## src/design/dio_defs.vh

```
// Constants for the discrete I/O function block: register offsets,
// field positions, reset values and debounce timing.
// Assumes inclusion by bare name from design files.
`ifndef DIO_DEFS_VH
`define DIO_DEFS_VH

// Register byte offsets
`define DIO_OFF_CFG      12'h000
`define DIO_OFF_FUNC     12'h004
`define DIO_OFF_DEB      12'h008
`define DIO_OFF_STATUS   12'h00C
`define DIO_OFF_IRQ_STAT 12'h010
`define DIO_OFF_IRQ_MASK 12'h014

// Configuration register fields
`define DIO_CFG_RING_NO  0
`define DIO_CFG_WARN_NO  1
`define DIO_CFG_MUTE_NO  2
`define DIO_CFG_RS_HIGH  3
`define DIO_CFG_IGN_LOW  4
`define DIO_CFG_W        5
`define DIO_CFG_RESET    5'h00

// Function enable register: one bit per line, all on at reset
`define DIO_FUNC_W       5
`define DIO_FUNC_RESET   5'h1F

// Debounce time in ns and derived cycle count at 8 ns clock
`define DIO_CLK_NS       8
`define DIO_DEB_NS       1000
`define DIO_DEB_CYC      ((`DIO_DEB_NS + `DIO_CLK_NS - 1) / `DIO_CLK_NS)
`define DIO_DEB_W        16
// Reset debounce period: DIO_DEB_CYC held at the register width
`define DIO_DEB_RESET    16'h007D

// Status / interrupt bits
`define DIO_ST_RS        0
`define DIO_ST_IGN       1
`define DIO_ST_W         2
`define DIO_EV_RS_ON     0
`define DIO_EV_RS_OFF    1
`define DIO_EV_IGN_ON    2
`define DIO_EV_IGN_OFF   3
`define DIO_EV_W         4

`endif

```

## src/design/dio_debounce.v

```verilog
// Synchroniser and debouncer for one discrete input line.
// Assumes a single clock; period count comes from a register.
`timescale 1ns/100ps
`default_nettype none
`include "dio_defs.vh"

module dio_debounce (
  // Clock and reset
  input  wire                  pclk,
  input  wire                  presetn,
  // Raw line and period
  input  wire                  raw_in,
  input  wire [`DIO_DEB_W-1:0] period,
  // Debounced level
  output reg                   level
);

  reg                  sync_a;
  reg                  sync_b;
  reg [`DIO_DEB_W-1:0] count;

  // Two-stage synchroniser, first stage read only by second
  always @(posedge pclk or negedge presetn) begin
    if (!presetn) begin
      sync_a <= 1'b0;
      sync_b <= 1'b0;
    end else begin
      sync_a <= raw_in;
      sync_b <= sync_a;
    end
  end

  // Level accepted after it stays stable for the period
  always @(posedge pclk or negedge presetn) begin
    if (!presetn) begin
      count <= {`DIO_DEB_W{1'b0}};
      level <= 1'b0;
    end else if (sync_b == level) begin
      count <= {`DIO_DEB_W{1'b0}};
    end else if (count >= period) begin
      level <= sync_b;
      count <= {`DIO_DEB_W{1'b0}};
    end else begin
      count <= count + 16'h0001;
    end
  end

endmodule // dio_debounce
`default_nettype wire

```

## src/design/dio_func_logic.v

```verilog
// Discrete I/O function logic: three switch-to-ground outputs and three
// debounced inputs, configured and observed over APB.
// Assumes pins are synchronous-level sensed; switch drivers external.
//
// Summary of operation
// Resting-closed ringer opens during incoming call
// Resting-open ringer grounds during incoming call
// Resting-closed warning opens while any alarm
// Resting-open warning grounds while any alarm
// Resting-closed mute opens during phone call
// Resting-open mute grounds during phone call
// Radio silence closes links, deregisters, blocks transmit
// Radio silence polarity selectable, default active low
// Active-high ignition follows DC-in voltage
// Active-low ignition follows grounded sense line; the code also requires DC-in present
// Ignition off enters standby, on restores
// Each line's function and polarity are configurable
// Inputs synchronised and debounced, configurable period
// Reset defaults: closed, active low, active high
`timescale 1ns/100ps
`default_nettype none
`include "dio_defs.vh"

module dio_func_logic (
  // Clock and reset
  input  wire        pclk,
  input  wire        presetn,
  // APB slave
  input  wire        psel,
  input  wire        penable,
  input  wire        pwrite,
  input  wire [11:0] paddr,
  input  wire [31:0] pwdata,
  output wire        pready,
  output reg  [31:0] prdata,
  output wire        pslverr,
  // Terminal call and alarm state
  input  wire        call_incoming,
  input  wire        alarm_active,
  input  wire        call_active,
  // Discrete pins: high means switch closed to ground
  output reg         ring_sw_closed,
  output reg         warn_sw_closed,
  output reg         mute_sw_closed,
  // Discrete input lines: high means line grounded, except dc_in_present where high means supply present
  input  wire        rs_pin_grounded,
  input  wire        ign_sense_grounded,
  input  wire        dc_in_present,
  // Terminal control
  output reg         radio_silence,
  output reg         close_links,
  output reg         deregister,
  output reg         tx_block,
  output reg         standby,
  // Interrupt
  output wire        irq
);

  reg [`DIO_CFG_W-1:0]  cfg;
  reg [`DIO_FUNC_W-1:0] func_en;
  reg [`DIO_DEB_W-1:0]  deb_period;
  reg [`DIO_EV_W-1:0]   irq_stat;
  reg [`DIO_EV_W-1:0]   irq_mask;
  reg                   rs_prev;
  reg                   ign_prev;
  reg [`DIO_EV_W-1:0]   next_irq_stat;
  wire                  rs_level;
  wire                  ign_s_level;
  wire                  dc_absent;
  wire                  dc_level;
  wire                  rs_on;
  wire                  ign_on;
  wire [`DIO_EV_W-1:0]  events;
  wire                  wr;
  wire                  rd;

  // Switch state from request and resting setting
  function sw_closed;
    input active;
    input rest_open;
    begin
      sw_closed = active ? rest_open : ~rest_open;
    end
  endfunction

  // Bus strobes; single-cycle access phase
  assign wr      = psel & penable & pwrite;
  assign rd      = psel & penable & ~pwrite;
  assign pready  = 1'b1;
  assign pslverr = 1'b0;

  // Input conditioning
  dio_debounce u_deb_rs (
    .pclk    (pclk),
    .presetn (presetn),
    .raw_in  (rs_pin_grounded),
    .period  (deb_period),
    .level   (rs_level)
  );
  dio_debounce u_deb_ign (
    .pclk    (pclk),
    .presetn (presetn),
    .raw_in  (ign_sense_grounded),
    .period  (deb_period),
    .level   (ign_s_level)
  );
  dio_debounce u_deb_dc (
    .pclk    (pclk),
    .presetn (presetn),
    .raw_in  (~dc_in_present),
    .period  (deb_period),
    .level   (dc_absent)
  );

  // DC-in conditioned inverted: reset level means supply present, no false standby
  assign dc_level = ~dc_absent;

  // Asserted state of the inputs under selected polarity
  assign rs_on  = func_en[3] &
                  (cfg[`DIO_CFG_RS_HIGH] ? ~rs_level : rs_level);
  assign ign_on = ~func_en[4] |
                  (cfg[`DIO_CFG_IGN_LOW] ? (ign_s_level & dc_level)
                                         : dc_level);

  // Configuration registers
  always @(posedge pclk or negedge presetn) begin
    if (!presetn) begin
      cfg        <= `DIO_CFG_RESET;
      func_en    <= `DIO_FUNC_RESET;
      deb_period <= `DIO_DEB_RESET;
      irq_mask   <= {`DIO_EV_W{1'b0}};
    end else if (wr) begin
      case (paddr)
        `DIO_OFF_CFG:      cfg        <= pwdata[`DIO_CFG_W-1:0];
        `DIO_OFF_FUNC:     func_en    <= pwdata[`DIO_FUNC_W-1:0];
        `DIO_OFF_DEB:      deb_period <= pwdata[`DIO_DEB_W-1:0];
        `DIO_OFF_IRQ_MASK: irq_mask   <= pwdata[`DIO_EV_W-1:0];
        default: begin
        end
      endcase
    end
  end

  // Outputs from call, alarm and call-active requests
  always @(posedge pclk or negedge presetn) begin
    if (!presetn) begin
      ring_sw_closed <= 1'b1;
      warn_sw_closed <= 1'b1;
      mute_sw_closed <= 1'b1;
    end else begin
      ring_sw_closed <= sw_closed(func_en[0] & call_incoming,
                                  cfg[`DIO_CFG_RING_NO]);
      warn_sw_closed <= sw_closed(func_en[1] & alarm_active,
                                  cfg[`DIO_CFG_WARN_NO]);
      mute_sw_closed <= sw_closed(func_en[2] & call_active,
                                  cfg[`DIO_CFG_MUTE_NO]);
    end
  end

  // Radio silence and ignition control
  always @(posedge pclk or negedge presetn) begin
    if (!presetn) begin
      radio_silence <= 1'b0;
      close_links   <= 1'b0;
      deregister    <= 1'b0;
      tx_block      <= 1'b0;
      standby       <= 1'b0;
      rs_prev       <= 1'b0;
      ign_prev      <= 1'b1;
    end else begin
      rs_prev       <= rs_on;
      ign_prev      <= ign_on;
      radio_silence <= rs_on;
      close_links   <= rs_on & ~rs_prev;
      deregister    <= rs_on & ~rs_prev;
      tx_block      <= rs_on;
      standby       <= ~ign_on;
    end
  end

  assign events = {~ign_on & ign_prev, ign_on & ~ign_prev,
                   ~rs_on & rs_prev, rs_on & ~rs_prev};

  // Sticky status; read clears only bits returned, a new event wins
  always @* begin
    next_irq_stat = irq_stat;
    if (rd && paddr == `DIO_OFF_IRQ_STAT)
      next_irq_stat = irq_stat & ~prdata[`DIO_EV_W-1:0]; // Event at setup edge kept
    next_irq_stat = next_irq_stat | events;
  end

  always @(posedge pclk or negedge presetn) begin
    if (!presetn)
      irq_stat <= {`DIO_EV_W{1'b0}};
    else
      irq_stat <= next_irq_stat;
  end

  assign irq = |(irq_stat & irq_mask);

  // Read data mux, registered at the setup edge
  always @(posedge pclk or negedge presetn) begin
    if (!presetn) begin
      prdata <= 32'h00000000;
    end else if (psel & ~penable & ~pwrite) begin
      case (paddr)
        `DIO_OFF_CFG:      prdata <= {27'h0, cfg};
        `DIO_OFF_FUNC:     prdata <= {27'h0, func_en};
        `DIO_OFF_DEB:      prdata <= {16'h0, deb_period};
        `DIO_OFF_STATUS:   prdata <= {24'h0, mute_sw_closed, warn_sw_closed,
                                      ring_sw_closed, standby, tx_block,
                                      ign_on, rs_on, radio_silence};
        `DIO_OFF_IRQ_STAT: prdata <= {28'h0, irq_stat};
        `DIO_OFF_IRQ_MASK: prdata <= {28'h0, irq_mask};
        default:           prdata <= 32'h00000000;
      endcase
    end
  end

endmodule // dio_func_logic
`default_nettype wire

```

## config.mk

```make
export PLATFORM = sky130hd
export DESIGN_NAME = dio_func_logic
export DESIGN_NICKNAME = d
export VERILOG_FILES = /design/src/design/dio_debounce.v /design/src/design/dio_func_logic.v
export VERILOG_INCLUDE_DIRS = /design/src /design/src/design
export SDC_FILE = /design/constraint.sdc
export NUM_CORES = 1
export LEC_CHECK = 0
export ABC_AREA = 1
export BUFFER_PORTS_ARGS = -buffer_cell sky130_fd_sc_hd__buf_2
export CAP_MARGIN = 20
export CELL_PAD_IN_SITES_DETAIL_PLACEMENT = 1
export CELL_PAD_IN_SITES_GLOBAL_PLACEMENT = 2
export CORE_MARGIN = 3
export CORE_UTILIZATION = 35
export DETAILED_ROUTE_END_ITERATION = 8
export GPL_TIMING_DRIVEN = 0
export PLACE_DENSITY = 0.91
export SYNTH_ARGS = -nofsm -noshare
export SYNTH_HDL_FRONTEND = slang
export SYNTH_SLANG_ARGS = --single-unit
export TNS_END_PERCENT = 30
```

## constraint.sdc

```tcl
create_clock -name pclk -period 2.15 [get_ports pclk]
set_input_delay 0.215 -clock pclk [delete_from_list [all_inputs] [get_ports pclk]]
set_output_delay 0.215 -clock pclk [all_outputs]
set_load 0.005 [all_outputs]
```

# Word-level counts from Yosys, hierarchy flattened
# Index checks and enable logic that the tools add are counted.
[word_totals]
regBits = 130
latchBits = 0
ram_bits = 0
romBits = 0
inputBits = 55
elab_cells = 97
n_memories = 0
[op_classes]
addsub = 3
multipliers = 0
div = 0
n_lt_le_gt_ge = 3
n_eq_ne = 8
shift = 0
muxes = 13
bitwise = 35
n_reduce_logical = 10
[op_table]
columns = ["operator", "count"]
rows = [
  ["16-bit two-way mux", 6],
  ["16-bit one-hot mux with 6 select lines", 1],
  ["16-bit by 1-bit adder with 16-bit output (second input constant)", 3],
  ["16-bit greater-or-equal comparator", 3],
  ["12-bit by 4-bit equality test with 1-bit output (second input constant)", 2],
  ["12-bit by 5-bit equality test with 1-bit output (second input constant)", 2],
  ["1-bit inverter", 16],
  ["1-bit AND", 14],
  ["2-bit AND reduction", 7],
  ["12-bit by 3-bit equality test with 1-bit output (second input constant)", 1],
  ["12-bit logical NOT", 1],
  ["4-bit AND", 2],
  ["1-bit two-way mux", 5],
  ["4-bit two-way mux", 1],
  ["4-bit inverter", 1],
  ["4-bit OR", 1],
  ["4-bit OR reduction", 1],
  ["1-bit equality test", 3],
  ["1-bit logical AND", 1],
  ["1-bit OR", 1],
]

# Logic depth before layout (Yosys ltp)
# Gate-level depths: netlist of the first run.
[logic_depth]
ltp_word = 7
mapped_depth = 12
mapped_depth_nobuf = 12

# Hierarchy
# Synthesis of the first run repeated with hierarchy kept, for this count alone.
[unflattened]
hier_cells = 867
hier_area_um2 = 7071.8
[modules_own_cells]
columns = ["mod", "instances", "cells_each", "area_per_inst_um2"]
rows = [
  ["dio_debounce", 3, 174, 1365.1],
  ["dio_func_logic", 1, 345, 2976.6],
]

# Worst setup path after synthesis of the first run
# OpenSTA, ideal clock, no wires.
[synth_timing]
path_type = "reg-to-reg"
startpoint = "register deb_period[3]"
endpoint = "register u_deb_ign.count[6]"
t_arrival_ns = 1.652
setup_slack_ns = 0.427
path_stages_with_launch = 13
n_path_buf = 1
synth_period_minus_slack_ns = 1.723
cell_sequence = "dfstp_2 > inv_1 > ha_1 > nand2_1 > nor2_1 > nand2_1 > nand2_1 > nor2_1 > nand2_1 > nand2_1 > nand3_2 > buf_6 > nor2_1"
[synth_between]
elab_chain_len = 3
[synth_rtl]
columns = ["element", "line", "text"]
rows = [
  ["start, declared", "dio_func_logic.v:61", "reg [`DIO_DEB_W-1:0] deb_period;"],
  ["start signal, assigned", "dio_func_logic.v:130", "deb_period <= `DIO_DEB_RESET;"],
  ["start signal, assigned", "dio_func_logic.v:136", "`DIO_OFF_DEB: deb_period <= pwdata[`DIO_DEB_W-1:0];"],
  ["16-bit greater-or-equal comparator", "dio_debounce.v:40", "end else if (count >= period) begin"],
  ["16-bit two-way mux", "dio_debounce.v:40", ""],
  ["16-bit two-way mux", "dio_debounce.v:38", "end else if (sync_b == level) begin"],
  ["end signal, assigned", "dio_debounce.v:39", "count <= {`DIO_DEB_W{1'b0}};"],
  ["end signal, assigned", "dio_debounce.v:42", "count <= {`DIO_DEB_W{1'b0}};"],
  ["end signal, assigned", "dio_debounce.v:44", "count <= count + 16'h0001;"],
  ["end, declared", "dio_debounce.v:20", "reg [`DIO_DEB_W-1:0] count;"],
]
# Every way passes these cells.
# A chain may end at the register's enable or synchronous reset.

# Worst setup path in the final report of the first run
[layout_timing]
startpoint = "register deb_period[5]"
endpoint = "register u_deb_ign.count[13]"
# The elaborated chain is that of the path after synthesis.

==> run summary, run 1 <==
Outcome: finished clean
Hold wc startpoint: pwdata[13]
Diode count: 0
Clk sinks: 114
Most used DFF post-synth: dfrtp_1
DR vias/cell: 4.722
Hold WS: 0.03581 ns
Reg-to-reg endpoint: u_deb_ign.count[13]
Wirelength, routed: 18720 µm
First-pass DRT Iterations: 4
Post-Route M1 WL: 8474 µm
Sequential share of power: 37.5%
RSZ-0062 raised after global routing: true
Cts bufs inserted: 17
Least-Margin Pin Slew: 0.6936 ns
DIE AREA: 0.02110 mm²
Worst slack at placement: 0.04674 ns
Initial Util: 35.93%
Synth top cells by count: nand2_1, nor2_1, dfrtp_1, inv_1, ha_1
Hold Path Cell Cnt: 3
Vias in the first global route: 6092
Area Overhead vs Synth: 24.46%
Layout Skew: 0.01005 ns
Post-synth EDFFs: 0
First DRT Iteration DRCs: 148
Synth Register Bits: 114
Clk pin slew, worst setup/hold paths: 0.05 ns
WL met3: 642 µm
Sequential area share after synthesis: 42.30%
Top cell type's share of synthesized area: 36.49%
Register area: 0.002872 mm²
Final hold vios: 0
HPWL Detailed: 13520 µm
Total gr overflow: 0
Setup TNS Final: 0 ns
Die Height: 145.3 µm
Met2 routed WL: 9134 µm
CP Class: reg2reg
Max Freq: 481.3 MHz
Worst EP arrival: 2.39 ns
Maximum vdd ir drop: 0.0003905 V
FP Rows: 50
Leading area contributor after synthesis: dfrtp_1
Post-DP Area: 0.007523 mm²
Synthesized area per cell: 8.455 µm²
FF-to-FF Start: deb_period[5]
Startpoint Class: flip-flop
Final worst path period share: 96.65%
Most frequent cell after synthesis: nand2_1
Gp weighted congestion: 0.7980
Class of the worst hold path: in2reg
# fillers: 2274
Largest net degree at the start of global routing: 74
Max-Slew Margin vs Limit: 53.34%
Area of the multi-input gates: 0.003488 mm²
Via Count: 5615
Worst skew pair latency: 0.42 ns
Top layer in use: met4
Pwr dens: 694.6 mW/mm²
Wire length per cell: 15.74 µm
First-pass GRT wire length: 30710 µm
Clock power share: 57.0%
Final net count: 1022
Combinational group share of total power: 5.5%
Fin. max-slew vios: 0
Core area: 0.01889 mm²
Switching share of power: 21.02%
Worst Setup Slack, final: 0.07209 ns
Required @ worst endpoint: 2.46 ns
Layout cells sized above 1: 24.11%
Final instance area: 0.008449 mm²
Worst-path fanout max: 6
Yosys warns: 0
Fin crit period: 2.078 ns
Leakage: 0.004156 µW
Buffers on Ports: 63
Antenna viol nets, final: 0
Mapped Cells: 803
Initial antenna violation count: 0
Synth async-reset ratio: 100.0%
Synth cell types: 37
Top Ports: 98
Internal power: 4635 µW
Net Sw Power: 1234 µW
DRC Markers: 0
Crit end category: flip-flop
Width of the die: 145.3 µm
End of the worst hold path: deb_period[13]
Count of final setup violators: 0
H-tree Lvls: 4
Syn Std Cell Area: 0.006789 mm²
Synth top area cells: dfrtp_1, nand2_1, ha_1
CTS tree: done
Max Buffers Root-to-Sink: 2
Worst reg2reg path depth: 12
Overall routing resource usage: 18.11%
Clock Tree Root: clkbuf_16
# Max-Cap Violations: 0
Flop2flop setup slack: 0.07 ns
==> cells in the final DEF, fill, tap and decap left out, types with 2 or more instances in the layout <==
master and instances:
nand2_1 172, nor2_1 101, dfrtp_1 99, inv_1 79, buf_2 62, ha_1 48
nand3_1 43, buf_4 30, xor2_1 26, o21ai_0 25, a21oi_1 21, conb_1 18
clkbuf_16 18, nor2_2 17, dfstp_2 15, xnor2_1 13, o21ai_1 13, nand4_1 11
nand2_2 11, a21oi_2 11, nor3_1 10, o31ai_1 9, o21bai_1 7, buf_6 6
bufinv_16 6, nor2_4 5, nand3_4 5, o21ai_2 5, clkbuf_8 5, inv_2 4
nand3_2 4, dlygate4sd3_1 4, clkinv_2 3, buf_8 3, nor3_2 3, ha_4 3
nor3_4 2, a21boi_1 2, clkbuf_1 2, clkinvlp_4 2
==> sequential cells by signal, indices dropped and copies added, names as in the netlist, 4 cells and up <==
| name | cells |
|---|---|
| func_en | 5 |
| deb_period | 16 |
| irq_stat | 4 |
| u_deb_ign.count | 16 |
| u_deb_rs.count | 16 |
| irq_mask | 4 |
| u_deb_dc.count | 16 |
| cfg | 5 |
| prdata | 16 |
==> layer usage <==
| layer | track usage [%] | vias to the layer above |
|---|---|---|
| met5 | 0 | - |
| met4 | 7.312 | 0 |
| met3 | 3.404 | 29 |
| met2 | 31.01 | 97 |
| met1 | 22.51 | 2704 |
| li1 | - | 2785 |
==> power by group through the flow <==
stage	Sequential [µW]	Clock (µW)	Combinational [µW]
2_1_floorplan	2230	0	163
3_3_place_gp	2230	0	287
3_5_place_dp	2240	0	302
4_1_cts	2200	3400	310
5_1_grt	2200	3500	367
6_report	2200	3350	323
==> through the flow <==
stage / util, % / instances / power (µW)
finish: 44.72 / 1189 / 5869
global route: 44.72 / 1189 / 6068
detailed placement: 39.82 / 1143 / 2538
CTS: 43.72 / 1179 / 5906
global placement: 39.64 / 1142 / 2520
floorplan: - / 819 / 2393
==> worst max path at each step <==
| stage | slack, ns | endpoint | from | depth (start not counted) |
|---|---|---|---|---|
| finish | 0.07 | u_deb_ign.count[13] | deb_period[5] | 12 |
| global route | -0.06 | u_deb_ign.count[13] | deb_period[5] | 12 |
| CTS | 0.008 | u_deb_dc.count[8] | deb_period[5] | 12 |
| detailed placement | 0.05 | u_deb_dc.count[7] | deb_period[5] | 12 |
| global placement | -0.64 | prdata[1] | presetn | 1 |
| floorplan | 0.43 | u_deb_ign.count[6] | deb_period[3] | 12 |
==> worst max-delay path, stage by stage, from the launching register on <==
cell	delay, ns
dfstp_2	0.54
clkinvlp_4	0.22
ha_4	0.35
nand2_2	0.04
nor2_2	0.11
nand2_1	0.08
nand2_1	0.07
nor2_1	0.04
nand2_1	0.09
nand2_2	0.08
nand3_4	0.13
clkbuf_16	0.17
nor2_1	0.04
==> what timing repair did <==
| action | CTS | global route |
|---|---|---|
| endpoints found under the setup margin | 0 | 35 |
| hold buffers | 4 | 0 |
| resized for setup | 0 | 19 |
| hold endpoints to repair | 39 | 0 |
| buffers inserted | 0 | 9 |
==> kinds of logic (layout without fill, tap and decap cells) <==
logic type	after synthesis	count (layout)	share of synthesized area, %
buf+inv	115	225	8.422
other cells	2	18	0.1106
compound gates	94	94	8.514
flops	114	114	42.30
fa+ha+maj	51	51	9.399
xor+xnor	39	39	5.031
simple gates	388	388	26.23
==> area by class of cell <==
type                            count  area share, %
Sequential cell                   114          33.98
Timing Repair Buffer               78          5.701
Tap cell                          260          3.850
Multi-Input combinational cell    590          41.29
Inverter                           85          3.835
Clock inverter                      9          2.340
Clock buffer                       23          5.894
Buffer                             30          3.110
Note: power is estimated with default switching activity, not from simulation.
==> run 2: changes to the inputs <==
--- a/config.mk
+++ b/config.mk
@@ -12,10 +12,10 @@
 export CELL_PAD_IN_SITES_DETAIL_PLACEMENT = 1
 export CELL_PAD_IN_SITES_GLOBAL_PLACEMENT = 2
 export CORE_MARGIN = 3
-export CORE_UTILIZATION = 35
+export CORE_UTILIZATION = 31
 export DETAILED_ROUTE_END_ITERATION = 8
 export GPL_TIMING_DRIVEN = 0
-export PLACE_DENSITY = 0.91
+export PLACE_DENSITY = 0.86
 export SYNTH_ARGS = -nofsm -noshare
 export SYNTH_HDL_FRONTEND = slang
 export SYNTH_SLANG_ARGS = --single-unit
==> constraint.sdc (replaced) <==
create_clock -name pclk -period 1.81 [get_ports pclk]
set_input_delay 0.181 -clock pclk [delete_from_list [all_inputs] [get_ports pclk]]
set_output_delay 0.181 -clock pclk [all_outputs]
set_load 0.005 [all_outputs]
==> run 2 against run 1 <==
  * The flow now finishes with violations (setup timing)
  * Clock skew is 0.0033 ns lower
  * Utilization decreased by 2.5 points
  * Sequential power increased by 19%
  * Global-route usage shrank 1.0 points
  * Total power is 20% higher
  * Final area rose by 6.4%
  * Clock power grew 19%
  * Count of clock-buffer cells in the layout fell by 1
  * Critical endpoint is now u_deb_rs.count[5]
  * Largest power group unchanged
  * Highest routed layer unchanged
==> run summary, run 2 (same netlist as run 1, synthesis figures left out) <==
Flop2flop setup slack: -0.23 ns (was 0.07 ns)
Count of final setup violators: 51 (was 0)
Die Height: 154.0 µm (was 145.3 µm)
Required @ worst endpoint: 2.17 ns (was 2.46 ns)
First DRT Iteration DRCs: 208 (was 148)
Sequential share of power: 37.1% (was 37.5%)
Layout Skew: 0.006765 ns (was 0.01005 ns)
Class of the worst hold path: in2reg (unchanged)
First-pass GRT wire length: 32130 µm (was 30710 µm)
Maximum vdd ir drop: 0.0003597 V (was 0.0003905 V)
Post-DP Area: 0.007542 mm² (was 0.007523 mm²)
First-pass DRT Iterations: 4 (unchanged)
Area Overhead vs Synth: 32.42% (was 24.46%)
Failing checks: setup timing
Gp weighted congestion: 0.7872 (was 0.7980)
Switching share of power: 21.01% (was 21.02%)
Most frequent CP cell: nand2_1 (unchanged)
Cts bufs inserted: 17 (unchanged)
Pwr dens: 782.8 mW/mm² (was 694.6 mW/mm²)
Clock Tree Root: clkbuf_16 (unchanged)
Crit path cell chain: clkinvlp_4 -> buf_6 -> ha_4 -> nand2_4 -> nor2_4 -> nand2_1 -> nand2_1 -> nor2_1 -> nand2_1 -> nand2_2 -> nand3_4 -> buf_8 -> nor2_2 (was clkinvlp_4 -> ha_4 -> nand2_2 -> nor2_2 -> nand2_1 -> nand2_1 -> nor2_1 -> nand2_1 -> nand2_2 -> nand3_4 -> clkbuf_16 -> nor2_1)
DIE AREA: 0.02371 mm² (was 0.02110 mm²)
Most common cell after layout, fill and taps aside: nand2_1 (unchanged)
Fin crit period: 2.039 ns (was 2.078 ns)
Hold wc startpoint: pwdata[12] (was pwdata[13])
Buffers on Ports: 63 (unchanged)
Clock power share: 56.7% (was 57.0%)
Max-Slew Margin vs Limit: 54.27% (was 53.34%)
Wire length per cell: 15.88 µm (was 15.74 µm)
Worst slack at placement: -0.2888 ns (was 0.04674 ns)
End of the worst hold path: deb_period[12] (was deb_period[13])
Layout cells sized above 1: 30.80% (was 24.11%)
DR vias/cell: 4.683 (was 4.722)
Overall routing resource usage: 17.07% (was 18.11%)
Internal power: 5559 µW (was 4635 µW)
Design Power: 7038 µW (was 5869 µW)
Via Count: 5727 (was 5615)
Core area: 0.02129 mm² (was 0.01889 mm²)
CTS tree: done (unchanged)
Net Sw Power: 1478 µW (was 1234 µW)
Hold WS: 0.01232 ns (was 0.03581 ns)
Outcome: finished with violations (was finished clean)
Clk pin slew, worst setup/hold paths: 0.05 ns (about the same)
Max Freq: 490.5 MHz (was 481.3 MHz)
# fillers: 2476 (was 2274)
# Max-Cap Violations: 0 (unchanged)
Width of the die: 154.0 µm (was 145.3 µm)
FP Rows: 53 (was 50)
Fin. max-slew vios: 0 (unchanged)
Top Ports: 98 (unchanged)
Max Buffers Root-to-Sink: 2 (unchanged)
CP Class: reg2reg (unchanged)
H-tree Lvls: 4 (unchanged)
Worst reg2reg path depth: 13 (was 12)
Clk sinks: 114 (unchanged)
Combinational group share of total power: 6.1% (was 5.5%)
Crit end category: flip-flop (unchanged)
HPWL Detailed: 13760 µm (was 13520 µm)
Least-Margin Pin Slew: 0.6799 ns (was 0.6936 ns)
Initial Util: 31.89% (was 35.93%)
Leakage: 0.004271 µW (was 0.004156 µW)
Total gr overflow: 0 (unchanged)
RSZ-0062 raised after global routing: true (unchanged)
Diode count: 0 (unchanged)
Worst EP arrival: 2.40 ns (was 2.39 ns)
Final hold vios: 0 (unchanged)
Largest net degree at the start of global routing: 62 (was 74)
Startpoint Class: flip-flop (unchanged)
DRC Markers: 0 (unchanged)
Final instance area: 0.008990 mm² (was 0.008449 mm²)
Worst skew pair latency: 0.42 ns (about the same)
Commonest non-fill, non-tap cells in the layout: nand2_1, dfrtp_1, inv_1, nor2_1, buf_2 (was nand2_1, nor2_1, dfrtp_1, inv_1, buf_2)
Critical path's largest stage delay: 0.54 ns (about the same)
Final net count: 1041 (was 1022)
Initial antenna violation count: 0 (unchanged)
FF-to-FF Start: deb_period[6] (was deb_period[5])
Worst-path fanout max: 6 (unchanged)
Final worst path period share: 112.6% (was 96.65%)
Worst Setup Slack, final: -0.2286 ns (was 0.07209 ns)
Reg-to-reg endpoint: u_deb_rs.count[5] (was u_deb_ign.count[13])
Vias in the first global route: 6174 (was 6092)
Slowest CP cell: dfstp_2 (unchanged)
Worst setup path startpoint: deb_period[6] (was deb_period[5])
Hold Path Cell Cnt: 3 (unchanged)
Antenna viol nets, final: 0 (unchanged)
Wirelength, routed: 19420 µm (was 18720 µm)
==> run 2: critical path, delay by kind of cell, from the launching register on <==
| family | cells | cell delay [ns] |
|---|---|---|
| flip-flops | 1 | 0.54 |
| AND/OR/NAND/NOR | 9 | 0.73 |
| buffers and inverters | 3 | 0.44 |
| adder cells (fa/ha/maj) | 1 | 0.24 |
==> run 2: routing by layer <==
layer	vias to the layer above	wire [µm]	track usage (%)	part of all wire [%]
met2	91	9567	28.83	49
met5	-	0	0	0
met3	27	665	3.546	3.4
met4	0	371	5.341	1.9
met1	2780	8821	21.94	45
li1	2829	-	-	-
==> run 2: power by group through the flow <==
stage | clock [µW] | combinational, µW | sequential (µW)
2_1_floorplan | 0 | 193 | 2650
3_3_place_gp | 0 | 344 | 2650
3_5_place_dp | 0 | 361 | 2660
4_1_cts | 4070 | 426 | 2610
5_1_grt | 4170 | 493 | 2620
6_report | 3990 | 432 | 2610
==> run 2: cell type report <==
| cell class | instances | area [µm²] | share of cell area (%) |
|---|---|---|---|
| plain buffers | 30 | 262.8 | 2.923 |
| clock buffers | 22 | 464.2 | 5.164 |
| clock inverters | 10 | 227.7 | 2.533 |
| inverters | 85 | 331.6 | 3.688 |
| multi-input cells | 590 | 3780 | 42.05 |
| flip-flops and latches | 114 | 2872 | 31.94 |
| well taps | 275 | 344.1 | 3.827 |
| repair buffers | 97 | 708.2 | 7.878 |
==> run 2: how the worst max path moves through the flow <==
stage | end | cells past startpoint
5_1_grt | u_deb_rs.count[7] | 13
6_report | u_deb_rs.count[5] | 13
3_3_place_gp | u_deb_dc.count[10] | 1
2_1_floorplan | u_deb_ign.count[6] | 12
3_5_place_dp | u_deb_rs.count[7] | 12
4_1_cts | u_deb_rs.count[7] | 13
==> run 2: through the flow <==
stage,setup TNS (ns),std cells,utilization (%)
floorplan,0,819,-
global placement,-108.98,1157,35.27
detailed placement,-9.429,1158,35.43
CTS,-6.050,1220,41.34
global route,-13.10,1223,42.23
finish,-8.134,1223,42.23
==> run 2: repair_timing <==
action	CTS	global route
hold buffers	7	0
resized for setup	68	40
endpoints found under the hold margin	58	0
buffers inserted	20	3
endpoints found under the setup margin	50	51
cloned	3	0
pin swaps	15	10
